[src/nibble_crossbar_defines.svh]
// nibble_crossbar_defines.svh: register offsets, field positions and reset values of the nibble crossbar.
// assumes a 32-bit avalon-mm slave with byte addresses; included by bare name.
`ifndef NIBBLE_CROSSBAR_DEFINES_SVH
`define NIBBLE_CROSSBAR_DEFINES_SVH

// register byte offsets
`define BANK1_LOW_OFFSET     5'h00
`define BANK1_HIGH_OFFSET    5'h04
`define BANK2_LOW_OFFSET     5'h08
`define BANK2_HIGH_OFFSET    5'h0C
`define STORED_LOW_OFFSET    5'h10
`define STORED_HIGH_OFFSET   5'h14

// field layout: eight select nibbles per 32-bit word, nibble j at bits 4j+3..4j
`define NIBBLES_PER_WORD     8
`define HIGH_WORD_BASE       4'h8
`define HALF_SWAP_XOR        4'h8

// reset values and the read value of unmapped offsets
`define OE_N_RESET           16'hFFFF
`define WAITREQ_RESET        1'b1
`define READ_UNMAPPED        32'h0000_0000

`endif

[src/nibble_crossbar_pkg.sv]
// nibble_crossbar_pkg: types shared by the crossbar control and its checker.
// assumes nothing of its surroundings.
package nibble_crossbar_pkg;

   typedef logic [3:0]        nibble_t;
   typedef logic [15:0][3:0]  bank_t;

   // source of the multiplexer selects, encoded as on the select pins
   typedef enum logic [1:0] {
      SRC_BANK1    = 2'b00,
      SRC_BANK2    = 2'b01,
      SRC_SWAP     = 2'b10,
      SRC_READBACK = 2'b11
   } mux_source_e;

   // register bus handshake
   typedef enum logic {
      BUS_IDLE   = 1'b0,
      BUS_ANSWER = 1'b1
   } bus_state_e;

endpackage : nibble_crossbar_pkg

[src/nibble_select_mux.sv]
// nibble_select_mux: one 16-to-1 multiplexer of 4-bit nibbles taken from the 64-bit internal bus.
// assumes the select is already resolved by the caller; purely combinational.
`timescale 1ns/1ps
`default_nettype none

module nibble_select_mux
(
   input  wire logic [63:0] bus_in,
   input  wire logic [3:0]  select_in,
   output logic      [3:0]  nibble_out
);

   // select value n picks bus nibble n
   assign nibble_out = bus_in[{select_in, 2'b00} +: 4];

endmodule : nibble_select_mux

`default_nettype wire

[src/nibble_crossbar_control.sv]
// nibble_crossbar_control: control of a 64-bit crossbar of sixteen nibble multiplexers, two select banks,
// two half input registers and pin or bus loading of the select flops.
// assumes all pins, including the capture and select-flop clocks, are synchronous to clk_in.
// limitation: a pin clock must stay high or low for a whole clk_in period,
// since it is sampled once per cycle and a narrower pulse may be missed.
`timescale 1ns/1ps
`default_nettype none
`include "nibble_crossbar_defines.svh"

module nibble_crossbar_control
(
   input  wire logic        clk_in,
   input  wire logic        rst_in,
   input  wire logic        clk_en_in,
   // data pins
   input  wire logic [63:0] data_in,
   output logic      [63:0] data_out,
   output logic      [15:0] data_oe_n_out,
   input  wire logic [15:0] data_nibble_output_enable_n_in,
   input  wire logic        upper_half_capture_clock_in,
   input  wire logic        lower_half_capture_clock_in,
   input  wire logic        upper_stored_input_select_in,
   input  wire logic        lower_stored_input_select_in,
   input  wire logic [1:0]  mux_control_source_select_in,
   // select flop control pins
   input  wire logic        select_flop_clock_in,
   input  wire logic        select_write_n_in,
   input  wire logic [1:0]  select_group_address_in,
   input  wire logic        select_load_source_in,
   input  wire logic        select_load_bank_in,
   input  wire logic        readback_bank_select_in,
   input  wire logic        select_io_output_enable_n_in,
   input  wire logic [15:0] select_io_pins_in,
   output logic      [15:0] select_io_pins_out,
   output logic      [15:0] select_io_pins_oe_n_out,
   // avalon-mm register slave
   input  wire logic [4:0]  avs_address,
   input  wire logic        avs_read,
   input  wire logic        avs_write,
   input  wire logic [31:0] avs_writedata,
   input  wire logic [3:0]  avs_byteenable,
   output logic      [31:0] avs_readdata,
   output logic             avs_waitrequest
);

   ////////////////////////////////////////////////////////////////////////////////
   // state

   // one packed struct holds every flop, so the clock enable covers all of them at once
   typedef struct packed {
      logic [31:0]                     upper_half_r;
      logic [31:0]                     lower_half_r;
      nibble_crossbar_pkg::bank_t      bank1_r;
      nibble_crossbar_pkg::bank_t      bank2_r;
      logic                            upper_clk_q_r;
      logic                            lower_clk_q_r;
      logic                            flop_clk_q_r;
      logic [63:0]                     data_r;
      logic [15:0]                     data_oe_n_r;
      logic [15:0]                     sel_io_r;
      logic [15:0]                     sel_io_oe_n_r;
      nibble_crossbar_pkg::bus_state_e bus_state_r;
      logic                            waitreq_r;
      logic [31:0]                     readdata_r;
   } crossbar_state_s;

   crossbar_state_s s_r;
   crossbar_state_s s_nxt;

   ////////////////////////////////////////////////////////////////////////////////
   // internal bus and multiplexers

   logic [31:0]                      upper_bus;
   logic [31:0]                      lower_bus;
   logic [63:0]                      internal_bus;
   logic [63:0]                      stored_bus;
   logic [15:0][3:0]                 mux_select;
   logic [15:0][3:0]                 mux_out;
   nibble_crossbar_pkg::mux_source_e source_mode;

   // each half from live pins or its stored register
   assign upper_bus    = upper_stored_input_select_in ? s_r.upper_half_r : data_in[63:32];
   assign lower_bus    = lower_stored_input_select_in ? s_r.lower_half_r : data_in[31:0];
   assign internal_bus = {upper_bus, lower_bus};
   assign stored_bus   = {s_r.upper_half_r, s_r.lower_half_r};
   assign source_mode  = nibble_crossbar_pkg::mux_source_e'(mux_control_source_select_in);

   // per-nibble select source; readback ignores the mux so its select is a don't-care zero
   // the swap pattern is a constant per nibble, so it costs no flops and no load time
   genvar g;
   generate
      for (g = 0; g < 16; g++)
      begin : g_mux
         always_comb
         begin
            unique case (source_mode)
               nibble_crossbar_pkg::SRC_BANK1:    mux_select[g] = s_r.bank1_r[g];
               nibble_crossbar_pkg::SRC_BANK2:    mux_select[g] = s_r.bank2_r[g];
               nibble_crossbar_pkg::SRC_SWAP:     mux_select[g] = 4'(g) ^ `HALF_SWAP_XOR;
               nibble_crossbar_pkg::SRC_READBACK: mux_select[g] = 4'h0;
            endcase
         end

         // any number of nibbles may carry the same select, which gives broadcast
         nibble_select_mux u_mux
         (
            .bus_in     (internal_bus),
            .select_in  (mux_select[g]),
            .nibble_out (mux_out[g])
         );
      end
   endgenerate

   ////////////////////////////////////////////////////////////////////////////////
   // next-state logic

   logic upper_edge;
   logic lower_edge;
   logic flop_edge;
   logic pin_load;
   logic bus_load;
   logic reg_write;
   logic hit_bank1;
   logic hit_bank2;
   logic hit_high;

   // the pin clocks are sampled levels, so their rising edges become one-cycle strobes
   assign upper_edge = upper_half_capture_clock_in & ~s_r.upper_clk_q_r;
   assign lower_edge = lower_half_capture_clock_in & ~s_r.lower_clk_q_r;
   assign flop_edge  = select_flop_clock_in & ~s_r.flop_clk_q_r;
   assign pin_load   = flop_edge & ~select_write_n_in & ~select_load_source_in;
   assign bus_load   = flop_edge & ~select_write_n_in & select_load_source_in;
   assign reg_write  = (s_r.bus_state_r == nibble_crossbar_pkg::BUS_ANSWER) & avs_write;

   // bank word decode; the stored-half words answer reads only, writes to them are dropped
   assign hit_bank1  = (avs_address == `BANK1_LOW_OFFSET) || (avs_address == `BANK1_HIGH_OFFSET);
   assign hit_bank2  = (avs_address == `BANK2_LOW_OFFSET) || (avs_address == `BANK2_HIGH_OFFSET);
   assign hit_high   = (avs_address == `BANK1_HIGH_OFFSET) || (avs_address == `BANK2_HIGH_OFFSET);

   always_comb
   begin
      nibble_crossbar_pkg::bank_t load_bank;
      logic [3:0]                 base;
      load_bank = '0;
      base      = 4'h0;
      s_nxt     = s_r;

      // edge detectors track the pins on every enabled cycle
      s_nxt.upper_clk_q_r = upper_half_capture_clock_in;
      s_nxt.lower_clk_q_r = lower_half_capture_clock_in;
      s_nxt.flop_clk_q_r  = select_flop_clock_in;

      // halves are captured on their own strobes, never together by force
      if (upper_edge)
         s_nxt.upper_half_r = data_in[63:32];
      if (lower_edge)
         s_nxt.lower_half_r = data_in[31:0];

      // software writes to the banks, eight nibbles per word with byte-lane masking
      if (reg_write)
      begin
         base = hit_high ? `HIGH_WORD_BASE : 4'h0;
         // a byte lane covers two nibbles; lanes left low keep their nibbles
         for (int j = 0; j < `NIBBLES_PER_WORD; j++)
         begin
            if (avs_byteenable[j / 2])
            begin
               if (hit_bank1)
                  s_nxt.bank1_r[base + 4'(j)] = avs_writedata[4 * j +: 4];
               else if (hit_bank2)
                  s_nxt.bank2_r[base + 4'(j)] = avs_writedata[4 * j +: 4];
            end
         end
      end

      // pin or bus loads come last so that they win over a software write in the same cycle
      load_bank = select_load_bank_in ? s_nxt.bank2_r : s_nxt.bank1_r;
      // the group address staggers the nibbles: one from each group of four
      if (pin_load)
      begin
         for (int k = 0; k < 4; k++)
            load_bank[4 * k + int'(select_group_address_in)] = select_io_pins_in[4 * k +: 4];
      end
      if (bus_load)
      begin
         // the controller must hold the whole bus steady, all nibbles land together
         // a half taken from its stored register lets a pattern arrive in two steps
         for (int i = 0; i < 16; i++)
            load_bank[i] = internal_bus[4 * (int'(4'(i) ^ `HALF_SWAP_XOR)) +: 4];
      end
      if (pin_load || bus_load)
      begin
         if (select_load_bank_in)
            s_nxt.bank2_r = load_bank;
         else
            s_nxt.bank1_r = load_bank;
      end

      // data pins: mux result or stored register echo, enables follow the pins
      // the enables are only copied; avoiding a fight on a pin is the controller's duty
      for (int i = 0; i < 16; i++)
      begin
         if (source_mode == nibble_crossbar_pkg::SRC_READBACK)
            s_nxt.data_r[4 * i +: 4] = stored_bus[4 * i +: 4];
         else
            s_nxt.data_r[4 * i +: 4] = mux_out[i];
      end
      s_nxt.data_oe_n_r = data_nibble_output_enable_n_in;

      // readback of the addressed group on the select pins
      // the banks as they stood before this edge, so readback trails a load by a cycle
      for (int k = 0; k < 4; k++)
      begin
         if (readback_bank_select_in)
            s_nxt.sel_io_r[4 * k +: 4] = s_r.bank2_r[4 * k + int'(select_group_address_in)];
         else
            s_nxt.sel_io_r[4 * k +: 4] = s_r.bank1_r[4 * k + int'(select_group_address_in)];
      end
      s_nxt.sel_io_oe_n_r = {16{select_io_output_enable_n_in}};

      // avalon slave: one wait cycle, then the answer with waitrequest low
      // answering only from idle costs a cycle per request but needs no queue
      unique case (s_r.bus_state_r)
         nibble_crossbar_pkg::BUS_IDLE:
         begin
            s_nxt.waitreq_r = `WAITREQ_RESET;
            if (avs_read || avs_write)
            begin
               s_nxt.bus_state_r = nibble_crossbar_pkg::BUS_ANSWER;
               s_nxt.waitreq_r   = 1'b0;
               unique case (avs_address)
                  `BANK1_LOW_OFFSET:   s_nxt.readdata_r = s_r.bank1_r[7:0];
                  `BANK1_HIGH_OFFSET:  s_nxt.readdata_r = s_r.bank1_r[15:8];
                  `BANK2_LOW_OFFSET:   s_nxt.readdata_r = s_r.bank2_r[7:0];
                  `BANK2_HIGH_OFFSET:  s_nxt.readdata_r = s_r.bank2_r[15:8];
                  `STORED_LOW_OFFSET:  s_nxt.readdata_r = s_r.lower_half_r;
                  `STORED_HIGH_OFFSET: s_nxt.readdata_r = s_r.upper_half_r;
                  default:             s_nxt.readdata_r = `READ_UNMAPPED;
               endcase
            end
         end
         nibble_crossbar_pkg::BUS_ANSWER:
         begin
            // master releases the request after this edge
            s_nxt.bus_state_r = nibble_crossbar_pkg::BUS_IDLE;
            s_nxt.waitreq_r   = `WAITREQ_RESET;
         end
      endcase
   end

   ////////////////////////////////////////////////////////////////////////////////
   // registers; clock enable low freezes everything
   // reset wins over the clock enable, so a frozen block can still be cleared

   always_ff @(posedge clk_in)
   begin
      if (rst_in)
      begin
         s_r               <= '0;
         s_r.data_oe_n_r   <= `OE_N_RESET;
         s_r.sel_io_oe_n_r <= `OE_N_RESET;
         s_r.waitreq_r     <= `WAITREQ_RESET;
      end
      else if (clk_en_in)
      begin
         s_r <= s_nxt;
      end
   end

   // outputs straight from flops
   // nothing between these flops and the pins, so output timing never depends on inputs
   assign data_out                = s_r.data_r;
   assign data_oe_n_out           = s_r.data_oe_n_r;
   assign select_io_pins_out      = s_r.sel_io_r;
   assign select_io_pins_oe_n_out = s_r.sel_io_oe_n_r;
   assign avs_readdata            = s_r.readdata_r;
   assign avs_waitrequest         = s_r.waitreq_r;

endmodule : nibble_crossbar_control

`default_nettype wire

[config.mk]
export PLATFORM = sky130hd
export DESIGN_NAME = nibble_crossbar_control
export DESIGN_NICKNAME = d
export VERILOG_FILES = /design/src/nibble_crossbar_pkg.sv /design/src/nibble_select_mux.sv /design/src/nibble_crossbar_control.sv
export VERILOG_INCLUDE_DIRS = /design/src /design/src/src
export SDC_FILE = /design/constraint.sdc
export NUM_CORES = 2
export LEC_CHECK = 0
export BUFFER_PORTS_ARGS = -buffer_cell sky130_fd_sc_hd__buf_2
export CAP_MARGIN = 20
export CORE_MARGIN = 4
export CORE_UTILIZATION = 35
export DETAILED_ROUTE_END_ITERATION = 8
export PLACE_DENSITY_LB_ADDON = 0.12
export SLEW_MARGIN = 20
export SYNTH_ARGS = -nofsm -noshare
export SYNTH_HDL_FRONTEND = slang
export SYNTH_SLANG_ARGS = --single-unit
[constraint.sdc]
create_clock -name clk_in -period 2.9 [get_ports clk_in]
set_input_delay 0.435 -clock clk_in [delete_from_list [all_inputs] [get_ports clk_in]]
set_output_delay 0.435 -clock clk_in [all_outputs]
set_load 0.005 [all_outputs]
==> flow_metrics.py <==
metrics = {
    "yosys": {
        "synthXorXnorAreaFrac": 0.0005918,
        "synth_edf_count": 0,
        "syn_nets": 3878,
        "synth-seq-cells": 326,
        "synth_top_family_by_area": "compound AO/OA/AOI/OAI gates",
        "muxShareOfSynthArea": 0.2271,
        "syn_area_um2": 29600,
        "syn_avg_cell_area_um2": 7.953,
        "synth_simple_gate_area_share": 0.1571,
        "ys_warn_count": 0,
        "synthAdderAreaFrac": 0,
        "synth-compound-area-share": 0.3022,
        "synth_ff_type": "dfxtp_1",
        "ys_seq_area_frac": 0.2205,
        "async_flop_share": 0,
        "ys_types": 70,
        "syn_inst": 3722,
    },
    "clock_network": {
        "htree_levels": 2,
        "post_cts_resized": 0,
        "cts_tree": "yes",
        "clkTransAtPathRegs_ns": 0.06,
        "cts_buffer_depth": 3,
        "cts_root_buffer": "clkbuf_16",
        "cts.hold.buffers_added": 0,
        "clock_sinks": 326,
        "cts_buffers": 44,
        "cts_setup_buffers": 0,
        "insertion_delay_ns": 0.61,
    },
    "run_status": {
        "status": "finished with violations",
        "violations": "DRC",
    },
    "final_layout": {
        "area_delta_synth_final_pct": 18.90,
        "multiInputGateArea_um2": 20590,
        "nets": 4047,
        "mostFrequentLayoutCells": "nand2_1, mux2i_1, dfxtp_1",
        "finalInstanceArea_um2": 35200,
        "layout-drive-gt1-share": 0.2476,
        "fillers": 8594,
        "seq_area_um2": 6526,
        "layout_commonest_cell": "nand2_1",
    },
    "floorplanning": {
        "die_h_um": 298.8,
        "die-area_um2": 89290,
        "die_w_um": 298.8,
        "io_pins": 301,
        "rows": 106,
        "start_util": 0.3537,
        "core_area_um2": 83690,
    },
    "timing": {
        "fin_tns_setup_ns": 0,
        "period_needed_ns": 2.648,
        "finalCritPeriodShare": 0.9132,
        "hold_violations": 0,
        "setup_viol": 0,
        "fmax_mhz": 377.6,
        "fin_skew_ns": 0.01835,
        "tightest_slew_ns": 1.191,
        "slew-limit-headroom": 0.2057,
        "maxSlewViolCount": 0,
        "rsz0062_at_grt": "no",
    },
    "critical_path": {
        "critPathKind": "reg2reg",
        "critPathRequiredTime_ns": 3.44,
        "worstSetupStartpointType": "flip-flop",
        "r2r-end": "data_out[24]$_SDFFE_PP0P_",
        "r2r_slack_ns": 0.25,
        "cp.arrival_ns": 3.19,
        "cp_slowest_stage_delay_ns": 0.90,
        "critical_path.cell_chain": "nand3b_1 -> a21oi_1 -> a222oi_1 -> a31oi_1 -> a22o_1",
        "cp-end-kind": "flip-flop",
        "timing.rr.start": "s_r[240]$_SDFFE_PP0P_",
        "critPathSlowestCell": "dfxtp_1",
        "r2r_cells": 5,
        "critPathMaxFanout": 9,
    },
    "placed_design": {
        "port_buffers": 300,
        "place_hpwl_mm": 148.9,
        "placed_cell_area_um2": 33640,
        "gp_routability_congestion": 1.064,
    },
    "power": {
        "power_density_nw_per_um2": 421.2,
        "max-vdd-ir-drop_mv": 0.3850,
        "leakage_nw": 14.06,
    },
    "grt": {
        "grt_usage": 0.4370,
        "grt_pass1_wl_mm": 275.4,
        "antenna_found_initial": 23,
        "grt_pass1_vias": 31930,
        "grt_max_degree": 135,
        "grt-ovfl-total": 0,
    },
    "detailed_routing": {
        "vias": 35740,
        "postRouteAntennaNets": 0,
        "drt-pass1-iter-count": 9,
        "drtIter0Drc": 5958,
        "wl_per_cell_um": 40.62,
        "drc": 10,
        "vias_per_cell": 7.043,
        "drt-total-wl_mm": 206.1,
    },
    "min_path": {
        "hold_end": "data_oe_n_out[15]$_SDFFE_PP1P_",
        "hold_class": "in2reg",
        "hold_path.startpoint": "data_nibble_output_enable_n_in[15]",
        "whs_path_depth": 2,
    },
    "job": {
        "cap_violations": 0,
    },
}
==> flip-flops by register name, indices dropped and copies added, names as in the netlist <==
signal	count
avs_readdata	32
avs_waitrequest	1
data_oe_n_out	16
data_out	64
s_r	196
select_io_pins_oe_n_out	1
select_io_pins_out	16
==> logic make-up after synthesis <==
kind of cell	after synthesis
xor gates and xnor gates	2
and+or+nand+nor	1030
muxes	586
buffers and inverters	542
DFF	326
AOI/OAI and AO/OA	1236
==> through the flow <==
stage / cells / hold slack [ns] / utilization / worst slack (ns) / power, W
3_3_place_gp: 4979 / 0.4522 / 0.4019 / 0.09729 / 0.008816
4_1_cts: 5059 / 0.01041 / 0.4201 / 0.5061 / 0.01461
3_5_place_dp: 4979 / 0.4584 / 0.4019 / 0.08428 / 0.008809
6_report: 5074 / 0.03282 / 0.4206 / 0.2518 / 0.01483
2_1_floorplan: 3722 / 0.4211 / - / 0.4684 / 0.006780
5_1_grt: 5061 / 0.02558 / 0.4202 / 0.3198 / 0.01504
==> Yosys cell counts, types with 16 or more instances <==
library cell | instances | share of area
mux2_2 | 124 | 0.047
o211ai_1 | 167 | 0.042
buf_1 | 29 | 0.0037
a22oi_1 | 141 | 0.036
a222oi_1 | 87 | 0.029
dfxtp_1 | 326 | 0.22
a221o_1 | 44 | 0.015
buf_4 | 157 | 0.040
a211o_1 | 53 | 0.016
nand4_1 | 75 | 0.016
mux2i_1 | 406 | 0.14
a211oi_1 | 24 | 0.0061
o2bb2ai_1 | 22 | 0.0065
a22o_1 | 34 | 0.010
o21a_1 | 17 | 0.0043
inv_1 | 16 | 0.0020
o21ai_0 | 148 | 0.025
nand3b_1 | 32 | 0.0081
mux4_2 | 56 | 0.043
nor2b_1 | 35 | 0.0074
nand3_1 | 33 | 0.0056
a21oi_1 | 245 | 0.041
o221ai_1 | 63 | 0.019
nand2_1 | 442 | 0.056
clkbuf_1 | 247 | 0.031
nor2_1 | 296 | 0.038
nor3_1 | 33 | 0.0056
buf_2 | 92 | 0.016
a32o_1 | 33 | 0.011
o21ai_1 | 24 | 0.0041
a221oi_1 | 34 | 0.010
a31oi_1 | 46 | 0.0097
==> how the worst max path moves through the flow <==
stage | start | end
4_1_cts | s_r[240]$_SDFFE_PP0P_ | data_out[27]$_SDFFE_PP0P_
3_3_place_gp | mux_control_source_select_in[0] | data_out[19]$_SDFFE_PP0P_
2_1_floorplan | lower_stored_input_select_in | data_out[25]$_SDFFE_PP0P_
6_report | s_r[240]$_SDFFE_PP0P_ | data_out[24]$_SDFFE_PP0P_
5_1_grt | s_r[240]$_SDFFE_PP0P_ | data_out[27]$_SDFFE_PP0P_
3_5_place_dp | avs_address[1] | s_r[213]$_SDFFE_PP0P_
==> worst max-delay path: cells and delay by family (launching register included) <==
family | cells | cell delay [ns]
AO/OA/AOI/OAI | 4 | 1.52
flip-flops | 1 | 0.90
AND/OR/NAND/NOR | 1 | 0.15
==> routing by layer <==
metal,part of all wire,global-route usage,wire length [um],vias up
met1,0.38,0.5541,77580,17360
li1,-,-,-,14550
met4,0.094,0.3259,19320,16
met2,0.40,0.6086,81610,2906
met3,0.13,0.1495,27470,905
met5,0.00057,0,118,-
==> power by group <==
group | switching (W) | internal, W | total [W]
clock network | 0.00242 | 0.00343 | 0.00586
registers | 0.000270 | 0.00464 | 0.00491
logic | 0.00276 | 0.00130 | 0.00406
total | 0.00545 | 0.00937 | 0.0148
==> final cells by class <==
class                      count  share of cell area
clock buffer                  65             0.03754
antenna                       15            0.001066
timing repair buffer         649              0.1432
inverter                      16            0.001706
tap                         1134             0.04031
clock inverter                15            0.005688
multi-input combinational   2854              0.5851
sequential                   326              0.1854
Note: power is estimated with default switching activity, not from simulation.
